## src/cbt_defs.vh

```
// constants for the can bit timing, flag acknowledge, wake-up and mode logic
// assumes a single 100 MHz clock and that all quantum sources arrive as clk enables
// How it works
// - quantum tick is selected source divided by prescaler
// - sync segment lasts one quantum, or at most one after a hard resync
// - segment one programmable from 4 to 16 quanta
// - segment two programmable from 2 to 8 quanta
// - no clock generator means oscillator source only
// - acceptance control sets filter size and count
// - mask bit zero makes identifier bit compared
// - interrupt pending while any enabled flag set
// - writing one clears flag, zero leaves it
// - clear ignored while setting condition still holds
// - wake-up interrupt lets low-power states end
// - wake-up armed only if sleep, enables all set
// - sleep acknowledge waits for an idle bus, or is given at once in init mode
// - init acknowledge follows request after sleep handshake, or at once while disabled
`ifndef CBT_DEFS_VH
`define CBT_DEFS_VH

// ----------------------------------------------------------------
// field widths
// ----------------------------------------------------------------
`define CBT_PRESC_W 6
`define CBT_TIME_SEGMENT_ONE_W 4
`define CBT_TIME_SEGMENT_TWO_W 3
`define CBT_RXFLAG_W 8
`define CBT_TXFLAG_W 3
`define CBT_ACC_W 2

// ----------------------------------------------------------------
// segment limits, encoded as length minus one
// ----------------------------------------------------------------
`define CBT_TIME_SEGMENT_ONE_MIN 4'h3
`define CBT_TIME_SEGMENT_TWO_MIN 3'h1

// ----------------------------------------------------------------
// reset values
// ----------------------------------------------------------------
`define CBT_PRESC_RST 6'h00
`define CBT_TIME_SEGMENT_ONE_RST 4'h3
`define CBT_TIME_SEGMENT_TWO_RST 3'h1
`define CBT_ACC_RST 2'h0
`define CBT_MASK_RST 32'hffffffff
`define CBT_CODE_RST 32'h00000000

// ----------------------------------------------------------------
// acceptance filter layouts
// ----------------------------------------------------------------
`define CBT_ACC_ONE32 2'h0
`define CBT_ACC_TWO16 2'h1
`define CBT_ACC_FOUR8 2'h2
`define CBT_ACC_CLOSED 2'h3

// ----------------------------------------------------------------
// bus idle detection: recessive bits in a row
// ----------------------------------------------------------------
`define CBT_IDLE_BITS 4'hb

`endif

```

## src/cbt_tq_div.v

```verilog
// quantum tick divider
// assumes srcTick is a one-cycle enable on clk from the chosen can clock source
`timescale 1ns/100ps
`include "cbt_defs.vh"

module cbt_tq_div (
  input wire clk, // system clock
  input wire rstN, // synchronised active-low reset
  input wire run, // divider running
  input wire srcTick, // source clock enable
  input wire [`CBT_PRESC_W-1:0] presc, // prescaler value minus one
  output reg tqTick // one quantum per pulse
);

  reg [`CBT_PRESC_W-1:0] cnt_q;

  // ----------------------------------------------------------------
  // divide source ticks by presc+1
  // ----------------------------------------------------------------
  always @(posedge clk or negedge rstN) begin
    if (!rstN) begin
      cnt_q <= {`CBT_PRESC_W{1'b0}};
      tqTick <= 1'b0;
    end else if (!run) begin
      cnt_q <= {`CBT_PRESC_W{1'b0}};
      tqTick <= 1'b0;
    end else if (srcTick) begin
      if (cnt_q == presc) begin
        cnt_q <= {`CBT_PRESC_W{1'b0}};
        tqTick <= 1'b1;
      end else begin
        cnt_q <= cnt_q + 1'b1;
        tqTick <= 1'b0;
      end
    end else begin
      tqTick <= 1'b0;
    end
  end

endmodule

```

## src/cbt_bit_tmr.v

```verilog
// bit timer: walks sync segment, segment one and segment two in quanta
// assumes rxIn is already synchronised to clk
`timescale 1ns/100ps
`include "cbt_defs.vh"

module cbt_bit_tmr (
  input wire clk, // system clock
  input wire rstN, // synchronised active-low reset
  input wire run, // timer running
  input wire tqTick, // quantum enable
  input wire [`CBT_TIME_SEGMENT_ONE_W-1:0] time_segment_one, // segment one length minus one
  input wire [`CBT_TIME_SEGMENT_TWO_W-1:0] time_segment_two, // segment two length minus one
  input wire rxIn, // synchronised bus level
  output reg samplePulse, // one-cycle pulse at the sample point
  output reg sampleBit // bus level taken at the sample point
);

  reg [4:0] tqCnt_q;
  reg rxLast_q;
  wire [4:0] seg1End;
  wire [4:0] bitEnd;
  wire fallEdge;

  // quantum 0 is the sync segment, then segment one, then segment two
  assign seg1End = {1'b0, time_segment_one} + 5'h1;
  assign bitEnd = seg1End + {2'b00, time_segment_two} + 5'h1;
  assign fallEdge = rxLast_q & ~rxIn;

  // ----------------------------------------------------------------
  // quantum counter with hard resync on a recessive to dominant edge
  // ----------------------------------------------------------------
  // a full resync keeps the logic small; it trades phase accuracy on
  // late edges for not needing a jump-width register
  always @(posedge clk or negedge rstN) begin
    if (!rstN) begin
      tqCnt_q <= 5'h00;
      rxLast_q <= 1'b1;
      samplePulse <= 1'b0;
      sampleBit <= 1'b1;
    end else begin
      rxLast_q <= rxIn;
      samplePulse <= 1'b0;
      if (!run) begin
        tqCnt_q <= 5'h00;
      end else if (fallEdge && tqCnt_q != 5'h00) begin
        tqCnt_q <= 5'h00;
      end else if (tqTick) begin
        if (tqCnt_q == bitEnd) begin
          tqCnt_q <= 5'h00;
        end else begin
          tqCnt_q <= tqCnt_q + 5'h1;
        end
        if (tqCnt_q == seg1End) begin
          samplePulse <= 1'b1;
          sampleBit <= rxIn;
        end
      end
    end
  end

endmodule

```

## src/cbt_top.v

```verilog
// can bit timing, flag acknowledge, wake-up and mode sequencing
// assumes flag conditions, source ticks and config values come from clk logic;
// only the bus receive pin and the reset input are asynchronous
`timescale 1ns/100ps
`include "cbt_defs.vh"

module cbt_top #(
  parameter HAS_CLK_GEN = 1 // 0: no clock generator, oscillator source only
) (
  input wire clk, // system clock
  input wire resetn, // asynchronous active-low reset
  input wire moduleEnableBit, // module enable
  input wire initModeRequest, // request initialization mode
  input wire sleepRequest, // request sleep mode
  input wire wakeupEnable, // wake-up on bus activity allowed
  input wire wakeupInterruptEnable, // wake-up interrupt enable
  input wire clkSrcBus, // 1 selects bus clock as quantum source
  input wire oscTick, // oscillator clock enable
  input wire busTick, // bus clock enable
  input wire cfgWrite, // configuration write strobe
  input wire [`CBT_PRESC_W-1:0] cfgPresc, // prescaler minus one
  input wire [`CBT_TIME_SEGMENT_ONE_W-1:0] cfgTseg1, // segment one minus one
  input wire [`CBT_TIME_SEGMENT_TWO_W-1:0] cfgTseg2, // segment two minus one
  input wire [`CBT_ACC_W-1:0] cfgAccCtrl, // acceptance control layout
  input wire [31:0] cfgAccCode, // acceptance code bytes
  input wire [31:0] cfgAccMask, // acceptance mask bytes
  input wire [`CBT_RXFLAG_W-1:0] rxFlagCond, // receiver flag set conditions
  input wire [`CBT_TXFLAG_W-1:0] txFlagCond, // transmitter flag set conditions
  input wire rxFlagWrite, // receiver flag register write strobe
  input wire [`CBT_RXFLAG_W-1:0] rxFlagData, // write data, 1 clears
  input wire txFlagWrite, // transmitter flag register write strobe
  input wire [`CBT_TXFLAG_W-1:0] txFlagData, // write data, 1 clears
  input wire [`CBT_RXFLAG_W-1:0] rxIrqEnable, // receiver interrupt enables
  input wire [`CBT_TXFLAG_W-1:0] txIrqEnable, // transmitter interrupt enables
  input wire lowPower, // chip entering stop or wait
  input wire wakeupClear, // write-one clear of the wake-up flag
  input wire [31:0] rxId, // identifier to filter
  input wire rxIdValid, // identifier strobe
  input wire canRx, // bus receive pin
  output reg canTx, // bus transmit pin, recessive here
  output reg initModeAcknowledge, // initialization mode active
  output reg sleepAcknowledge, // sleep mode active
  output reg busIdle, // bus seen idle
  output reg [`CBT_RXFLAG_W-1:0] receiverFlagReg, // receiver flags
  output reg [`CBT_TXFLAG_W-1:0] transmitterFlagReg, // transmitter flags
  output reg rxIrq, // receiver interrupt request
  output reg txIrq, // transmitter interrupt request
  output reg wakeupIrq, // wake-up interrupt request
  output reg idHit, // identifier accepted
  output reg [2:0] idHitIdx, // index of the matching filter
  output reg sampleOut // last sampled bus level
);

  // ----------------------------------------------------------------
  // reset release and pin synchroniser
  // ----------------------------------------------------------------
  reg rstMeta_q;
  reg rstN;
  reg rxMeta_q;
  reg rxSync_q;

  always @(posedge clk or negedge resetn) begin
    if (!resetn) begin
      rstMeta_q <= 1'b0;
      rstN <= 1'b0;
    end else begin
      rstMeta_q <= 1'b1;
      rstN <= rstMeta_q;
    end
  end

  // only rxSync_q is read by logic
  always @(posedge clk or negedge rstN) begin
    if (!rstN) begin
      rxMeta_q <= 1'b1;
      rxSync_q <= 1'b1;
    end else begin
      rxMeta_q <= canRx;
      rxSync_q <= rxMeta_q;
    end
  end

  // ----------------------------------------------------------------
  // helpers
  // ----------------------------------------------------------------
  // a mask bit of zero forces that identifier bit to match the code
  function byteMatch;
    input [7:0] id;
    input [7:0] code;
    input [7:0] mask;
    begin
      byteMatch = ~|((id ^ code) & ~mask);
    end
  endfunction

  // flag update: set wins, write-one clear ignored while condition holds
  function [7:0] flagNext;
    input [7:0] cur;
    input [7:0] cond;
    input wr;
    input [7:0] data;
    begin
      flagNext = (cur & ~({8{wr}} & data & ~cond)) | cond;
    end
  endfunction

  // ----------------------------------------------------------------
  // configuration registers, writable only in initialization mode
  // ----------------------------------------------------------------
  reg [`CBT_PRESC_W-1:0] presc_q;
  reg [`CBT_TIME_SEGMENT_ONE_W-1:0] time_segment_one_q;
  reg [`CBT_TIME_SEGMENT_TWO_W-1:0] time_segment_two_q;
  reg [`CBT_ACC_W-1:0] accCtrl_q;
  reg [31:0] accCode_q;
  reg [31:0] accMask_q;
  reg srcBus_q;

  // short segment requests are clamped to the legal minimum instead of
  // refused, so the timer never runs with a degenerate bit
  always @(posedge clk or negedge rstN) begin
    if (!rstN) begin
      presc_q <= `CBT_PRESC_RST;
      time_segment_one_q <= `CBT_TIME_SEGMENT_ONE_RST;
      time_segment_two_q <= `CBT_TIME_SEGMENT_TWO_RST;
      accCtrl_q <= `CBT_ACC_RST;
      accCode_q <= `CBT_CODE_RST;
      accMask_q <= `CBT_MASK_RST;
      srcBus_q <= 1'b0;
    end else if (cfgWrite && initModeAcknowledge) begin
      presc_q <= cfgPresc;
      time_segment_one_q <= (cfgTseg1 < `CBT_TIME_SEGMENT_ONE_MIN) ? `CBT_TIME_SEGMENT_ONE_MIN : cfgTseg1;
      time_segment_two_q <= (cfgTseg2 < `CBT_TIME_SEGMENT_TWO_MIN) ? `CBT_TIME_SEGMENT_TWO_MIN : cfgTseg2;
      accCtrl_q <= cfgAccCtrl;
      accCode_q <= cfgAccCode;
      accMask_q <= cfgAccMask;
      srcBus_q <= (HAS_CLK_GEN != 0) ? clkSrcBus : 1'b0;
    end
  end

  // ----------------------------------------------------------------
  // quantum generation and bit timing
  // ----------------------------------------------------------------
  wire srcTick;
  wire tqTick;
  wire samplePulse;
  wire sampleBit;
  wire timerRun;

  assign srcTick = srcBus_q ? busTick : oscTick;
  assign timerRun = moduleEnableBit & ~initModeAcknowledge;

  cbt_tq_div u_div (
    .clk(clk),
    .rstN(rstN),
    .run(timerRun),
    .srcTick(srcTick),
    .presc(presc_q),
    .tqTick(tqTick)
  );

  cbt_bit_tmr u_tmr (
    .clk(clk),
    .rstN(rstN),
    .run(timerRun),
    .tqTick(tqTick),
    .time_segment_one(time_segment_one_q),
    .time_segment_two(time_segment_two_q),
    .rxIn(rxSync_q),
    .samplePulse(samplePulse),
    .sampleBit(sampleBit)
  );

  // ----------------------------------------------------------------
  // bus idle detection: a run of recessive samples
  // ----------------------------------------------------------------
  reg [3:0] recCnt_q;

  always @(posedge clk or negedge rstN) begin
    if (!rstN) begin
      recCnt_q <= 4'h0;
      busIdle <= 1'b0;
      sampleOut <= 1'b1;
    end else if (!timerRun) begin
      recCnt_q <= 4'h0;
      busIdle <= 1'b0;
    end else if (samplePulse) begin
      sampleOut <= sampleBit;
      if (!sampleBit) begin
        recCnt_q <= 4'h0;
        busIdle <= 1'b0;
      end else if (recCnt_q == `CBT_IDLE_BITS - 4'h1) begin
        busIdle <= 1'b1;
      end else begin
        recCnt_q <= recCnt_q + 4'h1;
      end
    end
  end

  // ----------------------------------------------------------------
  // mode handshakes
  // ----------------------------------------------------------------
  // sleep is entered on an idle bus, or at once in initialization mode, so a frame is never cut;
  // init is entered from sleep, or at once while the module is disabled
  always @(posedge clk or negedge rstN) begin
    if (!rstN) begin
      sleepAcknowledge <= 1'b0;
      initModeAcknowledge <= 1'b1;
      canTx <= 1'b1;
    end else begin
      canTx <= 1'b1;
      if (!sleepRequest) begin
        sleepAcknowledge <= 1'b0;
      end else if (busIdle || initModeAcknowledge) begin
        sleepAcknowledge <= 1'b1;
      end
      if (!initModeRequest && moduleEnableBit) begin
        initModeAcknowledge <= 1'b0;
      end else if (initModeRequest && (sleepAcknowledge || !moduleEnableBit)) begin
        initModeAcknowledge <= 1'b1;
      end
    end
  end

  // ----------------------------------------------------------------
  // receiver and transmitter flags with interrupt requests
  // ----------------------------------------------------------------
  wire [7:0] rxFlagNext;
  wire [7:0] txFlagNext;

  assign rxFlagNext = flagNext(receiverFlagReg, rxFlagCond, rxFlagWrite, rxFlagData);
  assign txFlagNext = flagNext({5'h00, transmitterFlagReg}, {5'h00, txFlagCond},
                               txFlagWrite, {5'h00, txFlagData});

  always @(posedge clk or negedge rstN) begin
    if (!rstN) begin
      receiverFlagReg <= {`CBT_RXFLAG_W{1'b0}};
      transmitterFlagReg <= {`CBT_TXFLAG_W{1'b0}};
      rxIrq <= 1'b0;
      txIrq <= 1'b0;
    end else begin
      receiverFlagReg <= rxFlagNext;
      transmitterFlagReg <= txFlagNext[`CBT_TXFLAG_W-1:0];
      rxIrq <= |(rxFlagNext & rxIrqEnable);
      txIrq <= |(txFlagNext[`CBT_TXFLAG_W-1:0] & txIrqEnable);
    end
  end

  // ----------------------------------------------------------------
  // wake-up from stop or wait
  // ----------------------------------------------------------------
  // armed on the way into low power; a dominant level on the bus then
  // raises the request, which stays until cleared with a write of one
  reg wakeArmed_q;
  reg lowPowerLast_q;

  always @(posedge clk or negedge rstN) begin
    if (!rstN) begin
      wakeArmed_q <= 1'b0;
      lowPowerLast_q <= 1'b0;
      wakeupIrq <= 1'b0;
    end else begin
      lowPowerLast_q <= lowPower;
      if (lowPower && !lowPowerLast_q) begin
        wakeArmed_q <= sleepRequest & sleepAcknowledge &
                       wakeupEnable & wakeupInterruptEnable;
      end else if (!lowPower) begin
        wakeArmed_q <= 1'b0;
      end
      if (wakeArmed_q && !rxSync_q) begin
        wakeupIrq <= 1'b1;
      end else if (wakeupClear) begin
        wakeupIrq <= 1'b0;
      end
    end
  end

  // ----------------------------------------------------------------
  // identifier acceptance filter
  // ----------------------------------------------------------------
  wire [3:0] hit8;
  wire [1:0] hit16;
  wire hit32;

  // every filter looks at the leading identifier bits
  assign hit8[0] = byteMatch(rxId[31:24], accCode_q[7:0], accMask_q[7:0]);
  assign hit8[1] = byteMatch(rxId[31:24], accCode_q[15:8], accMask_q[15:8]);
  assign hit8[2] = byteMatch(rxId[31:24], accCode_q[23:16], accMask_q[23:16]);
  assign hit8[3] = byteMatch(rxId[31:24], accCode_q[31:24], accMask_q[31:24]);
  assign hit16[0] = byteMatch(rxId[31:24], accCode_q[15:8], accMask_q[15:8]) &
                    byteMatch(rxId[23:16], accCode_q[7:0], accMask_q[7:0]);
  assign hit16[1] = byteMatch(rxId[31:24], accCode_q[31:24], accMask_q[31:24]) &
                    byteMatch(rxId[23:16], accCode_q[23:16], accMask_q[23:16]);
  assign hit32 = byteMatch(rxId[31:24], accCode_q[31:24], accMask_q[31:24]) &
                 byteMatch(rxId[23:16], accCode_q[23:16], accMask_q[23:16]) &
                 byteMatch(rxId[15:8], accCode_q[15:8], accMask_q[15:8]) &
                 byteMatch(rxId[7:0], accCode_q[7:0], accMask_q[7:0]);

  // lowest-numbered matching filter wins
  always @(posedge clk or negedge rstN) begin
    if (!rstN) begin
      idHit <= 1'b0;
      idHitIdx <= 3'h0;
    end else if (rxIdValid) begin
      case (accCtrl_q)
        `CBT_ACC_ONE32: begin
          idHit <= hit32;
          idHitIdx <= 3'h0;
        end
        `CBT_ACC_TWO16: begin
          idHit <= |hit16;
          idHitIdx <= hit16[0] ? 3'h0 : 3'h1;
        end
        `CBT_ACC_FOUR8: begin
          idHit <= |hit8;
          idHitIdx <= hit8[0] ? 3'h0 : hit8[1] ? 3'h1 : hit8[2] ? 3'h2 : 3'h3;
        end
        default: begin
          idHit <= 1'b0;
          idHitIdx <= 3'h0;
        end
      endcase
    end else begin
      idHit <= 1'b0;
    end
  end

endmodule

```

## config.mk

```make
export PLATFORM = sky130hd
export DESIGN_NAME = cbt_top
export DESIGN_NICKNAME = d
export VERILOG_FILES = /design/src/cbt_tq_div.v /design/src/cbt_bit_tmr.v /design/src/cbt_top.v
export VERILOG_INCLUDE_DIRS = /design/src
export SDC_FILE = /design/constraint.sdc
export NUM_CORES = 1
export LEC_CHECK = 0
export ABC_AREA = 0
export BUFFER_PORTS_ARGS = -buffer_cell sky130_fd_sc_hd__buf_2
export CAP_MARGIN = 25
export CORE_MARGIN = 4
export CORE_UTILIZATION = 47
export DETAILED_ROUTE_END_ITERATION = 12
export HOLD_SLACK_MARGIN = 0.08
export PLACE_DENSITY = 0.84
export SYNTH_ARGS = -nofsm -noshare
export SYNTH_HDL_FRONTEND = slang
export SYNTH_SLANG_ARGS = --single-unit
```

## constraint.sdc

```tcl
create_clock -name clk -period 3.51 [get_ports clk]
set_input_delay 0.8775 -clock clk [delete_from_list [all_inputs] [get_ports clk]]
set_output_delay 0.8775 -clock clk [all_outputs]
set_load 0.01 [all_outputs]
```

==> flow_metrics.tcl <==
set metrics [dict create \
    ys_warn_count 0 \
    setup_viol 0 \
    hold_class "input port to async pin" \
    worst-path-max-fanout 7 \
    cp_data_arrival_time_ns 3.09 \
    r2r_cells 9 \
    ys_types 54 \
    synth_top_family_by_area "multiplexers" \
    status "finished, final reports clean" \
    clock_latency_ns 0.42 \
    syn-cell-area_sq_um 6370 \
    ant_nets 0 \
    synthFlopType "dfrtp_1" \
    drtPass1Iterations 4 \
    cts_max_path_buffers 2 \
    cts.sinks 126 \
    die_h_um 124 \
    port_buffers 181 \
    dp_cells 895 \
    htreeDepth 4 \
    cts_hold_buf 0 \
    pwr-share-seq_pct 41.5 \
    yosys.area_share.simple_pct 8.95 \
    synth_edf_count 0 \
    cts_tree "built" \
    die_x_um 124 \
    path_clk_slew_ns 0.05 \
    crit_type "flop to flop" \
    internal-power_mw 3.44 \
    initial_core_util_pct 48.1 \
    p_sw_mw 1.36 \
    yosysTopAreaCellShare_pct 33.4 \
    grt_max_degree 76 \
    pwr-share-clk_pct 36.4 \
    end_kind "flop" \
    drive_above_1_share_pct 44.5 \
    vias_per_cell 5.33 \
    setup_tns_ns 0 \
    synth-xor-area-share_pct 11.3 \
    post_cts_buffers 0 \
    io_pins 184 \
    synthArstFlopShare_pct 100 \
    fin_util_pct 60.8 \
    die_area_sq_um 15500 \
    worstPathRequired_ns 3.80 \
    core_area_sq_um 13200 \
    synth_common_cells "85 x dfrtp_1, 75 x xnor2_1, 74 x mux2_2" \
    drc 0 \
    first_iter_violations 390 \
    swShare_pct 28.3 \
    clockRootBuffer "clkbuf_16" \
    total_power_mw 4.80 \
    peakVddDrop_mv 0.338 \
    finalNonFillerCells 928 \
    synth_compound_area_share_pct 10.6 \
    yosys-top-cells-area "dfrtp_1 33%, dfstp_2 17%, mux2_2 13%" \
    post_cts_resized 0 \
    clock_skew_ns 0.00654 \
    r2r_start "time_segment_one_q[0]" \
    grt_pass1_wl_um 26500 \
    period_minus_slack_ns 2.81 \
    power_leakage_nw 3.49 \
    wirelength_um 16300 \
    crit_path_start_kind "flop" \
    gr-total-overflow 0 \
    antenna_found_initial 1 \
    fin_crit_sh_pct 80.0 \
    synth_mux_area_share_pct 13.4 \
    ys_seq_area_share_pct 50.3 \
    route.vias.total 4945 \
    wl_per_cell_um 17.6 \
    slew_violations 0 \
    grt_pass1_vias 5284 \
    yosysMostFrequentCell "dfrtp_1" \
    dp_hpwl_um 12300 \
    pwr-share-comb_pct 22.1 \
    netlist_instances 557 \
    power.density_nw_per_um2 597 \
    routabilityCongestion 0.877 \
    hold_viol 0 \
    yosys.area.top_type "dfrtp_1" \
    rows 42 \
    cts_inserted_buffers 17 \
    ys_seq_elements 126 \
    rsz0062_at_grt "false" \
    grt_use_total_pct 21.5 \
    worst_pin_slew_ns 0.913 \
    maxCapViolCount 0 \
    max_freq_ghz 0.356 \
    area.growth.synth_to_final_pct 26.2 \
    synth-adder-area-share_pct 2.87 \
    nets 913 \
    syn_avg_cell_area_sq_um 11.4 \
    max-slew-margin-rel_pct 38.7 \
    cp-startpoint "time_segment_one_q[0]" \
]
## cell families after synthesis
group | Yosys count
compound gates | 105
xor+xnor | 82
fa+ha+maj | 14
buf+inv | 41
flops | 126
mux | 76
other cells | 2
simple gates | 111
## state kept, by name (all words and copies together) (netlist names), 4 cells and up
| name | flops |
|---|---|
| accCode_q | 32 |
| accMask_q | 32 |
| receiverFlagReg | 8 |
| presc_q | 6 |
| u_div.cnt_q | 6 |
| u_tmr.tqCnt_q | 5 |
| recCnt_q | 4 |
| time_segment_one_q | 4 |
## worst max-delay path: stages, from the launching register on
cell and delay (ns):
dfstp_2 0.59, ha_1 0.24, xor2_1 0.23, ha_1 0.32, nor2b_1 0.17, o221a_2 0.26, a311oi_1 0.26, xnor2_1 0.16
o21bai_1 0.31, o21ai_1 0.12
## path summary, 6_finish.rpt
path,end,slack [ns]
worst min-delay path,rstN,0.23
worst max-delay path,u_tmr.tqCnt_q[4],0.70
min in group clk,rstN,0.35
worst min register to register,rstN,0.35
worst max register to register,u_tmr.tqCnt_q[4],0.70
max in group asynchronous,accMask_q[5],2.29
## power by group through the flow
stage	clock network [mW]	logic, mW	registers, mW
after floorplan	0	0.766	1.95
after global placement	0	1.02	2.00
after detailed placement	0	1.05	2.01
after CTS	1.79	1.06	1.99
after global routing	1.85	1.17	2.03
final	1.75	1.06	1.99
## cell usage in the layout, fill, tap and decap left out, drive strengths merged, types with 14 or more instances in the layout
cell type  count
dfrtp         85
clkbuf        21
buf          184
mux2          75
nor2          21
inv           19
dfstp         41
xnor2         75
o21ai         26
o22ai         32
nand2         35
a21oi         14
## metrics by stage
step / hold WS (ns) / cell area, sq um / setup WS (ns)
after global placement: 0.334 / 7460 / 0.881
after CTS: 0.217 / 8050 / 0.751
after floorplan: 0.331 / 6380 / 1.03
after detailed placement: 0.343 / 7460 / 0.783
after global routing: 0.215 / 8050 / 0.536
final: 0.233 / 8050 / 0.703
## routing by layer
metal	up-vias	share of wire (%)	track usage, %
met5	-	0	0
met4	0	2.4	9.03
met3	33	6.8	5.19
met2	172	49	35.1
met1	2411	42	27.4
li1	2329	-	-
## layout make-up
cell class | instances | area, sq um
multi-input combinational | 391 | 3010
inverter | 18 | 67.6
clock inverter | 11 | 141
clock buffer | 21 | 440
sequential | 126 | 3210
tap | 176 | 220
antenna | 1 | 2.50
fill | 1120 | 5190
timing repair buffer | 184 | 953
Note: power is estimated with default switching activity, not from simulation.
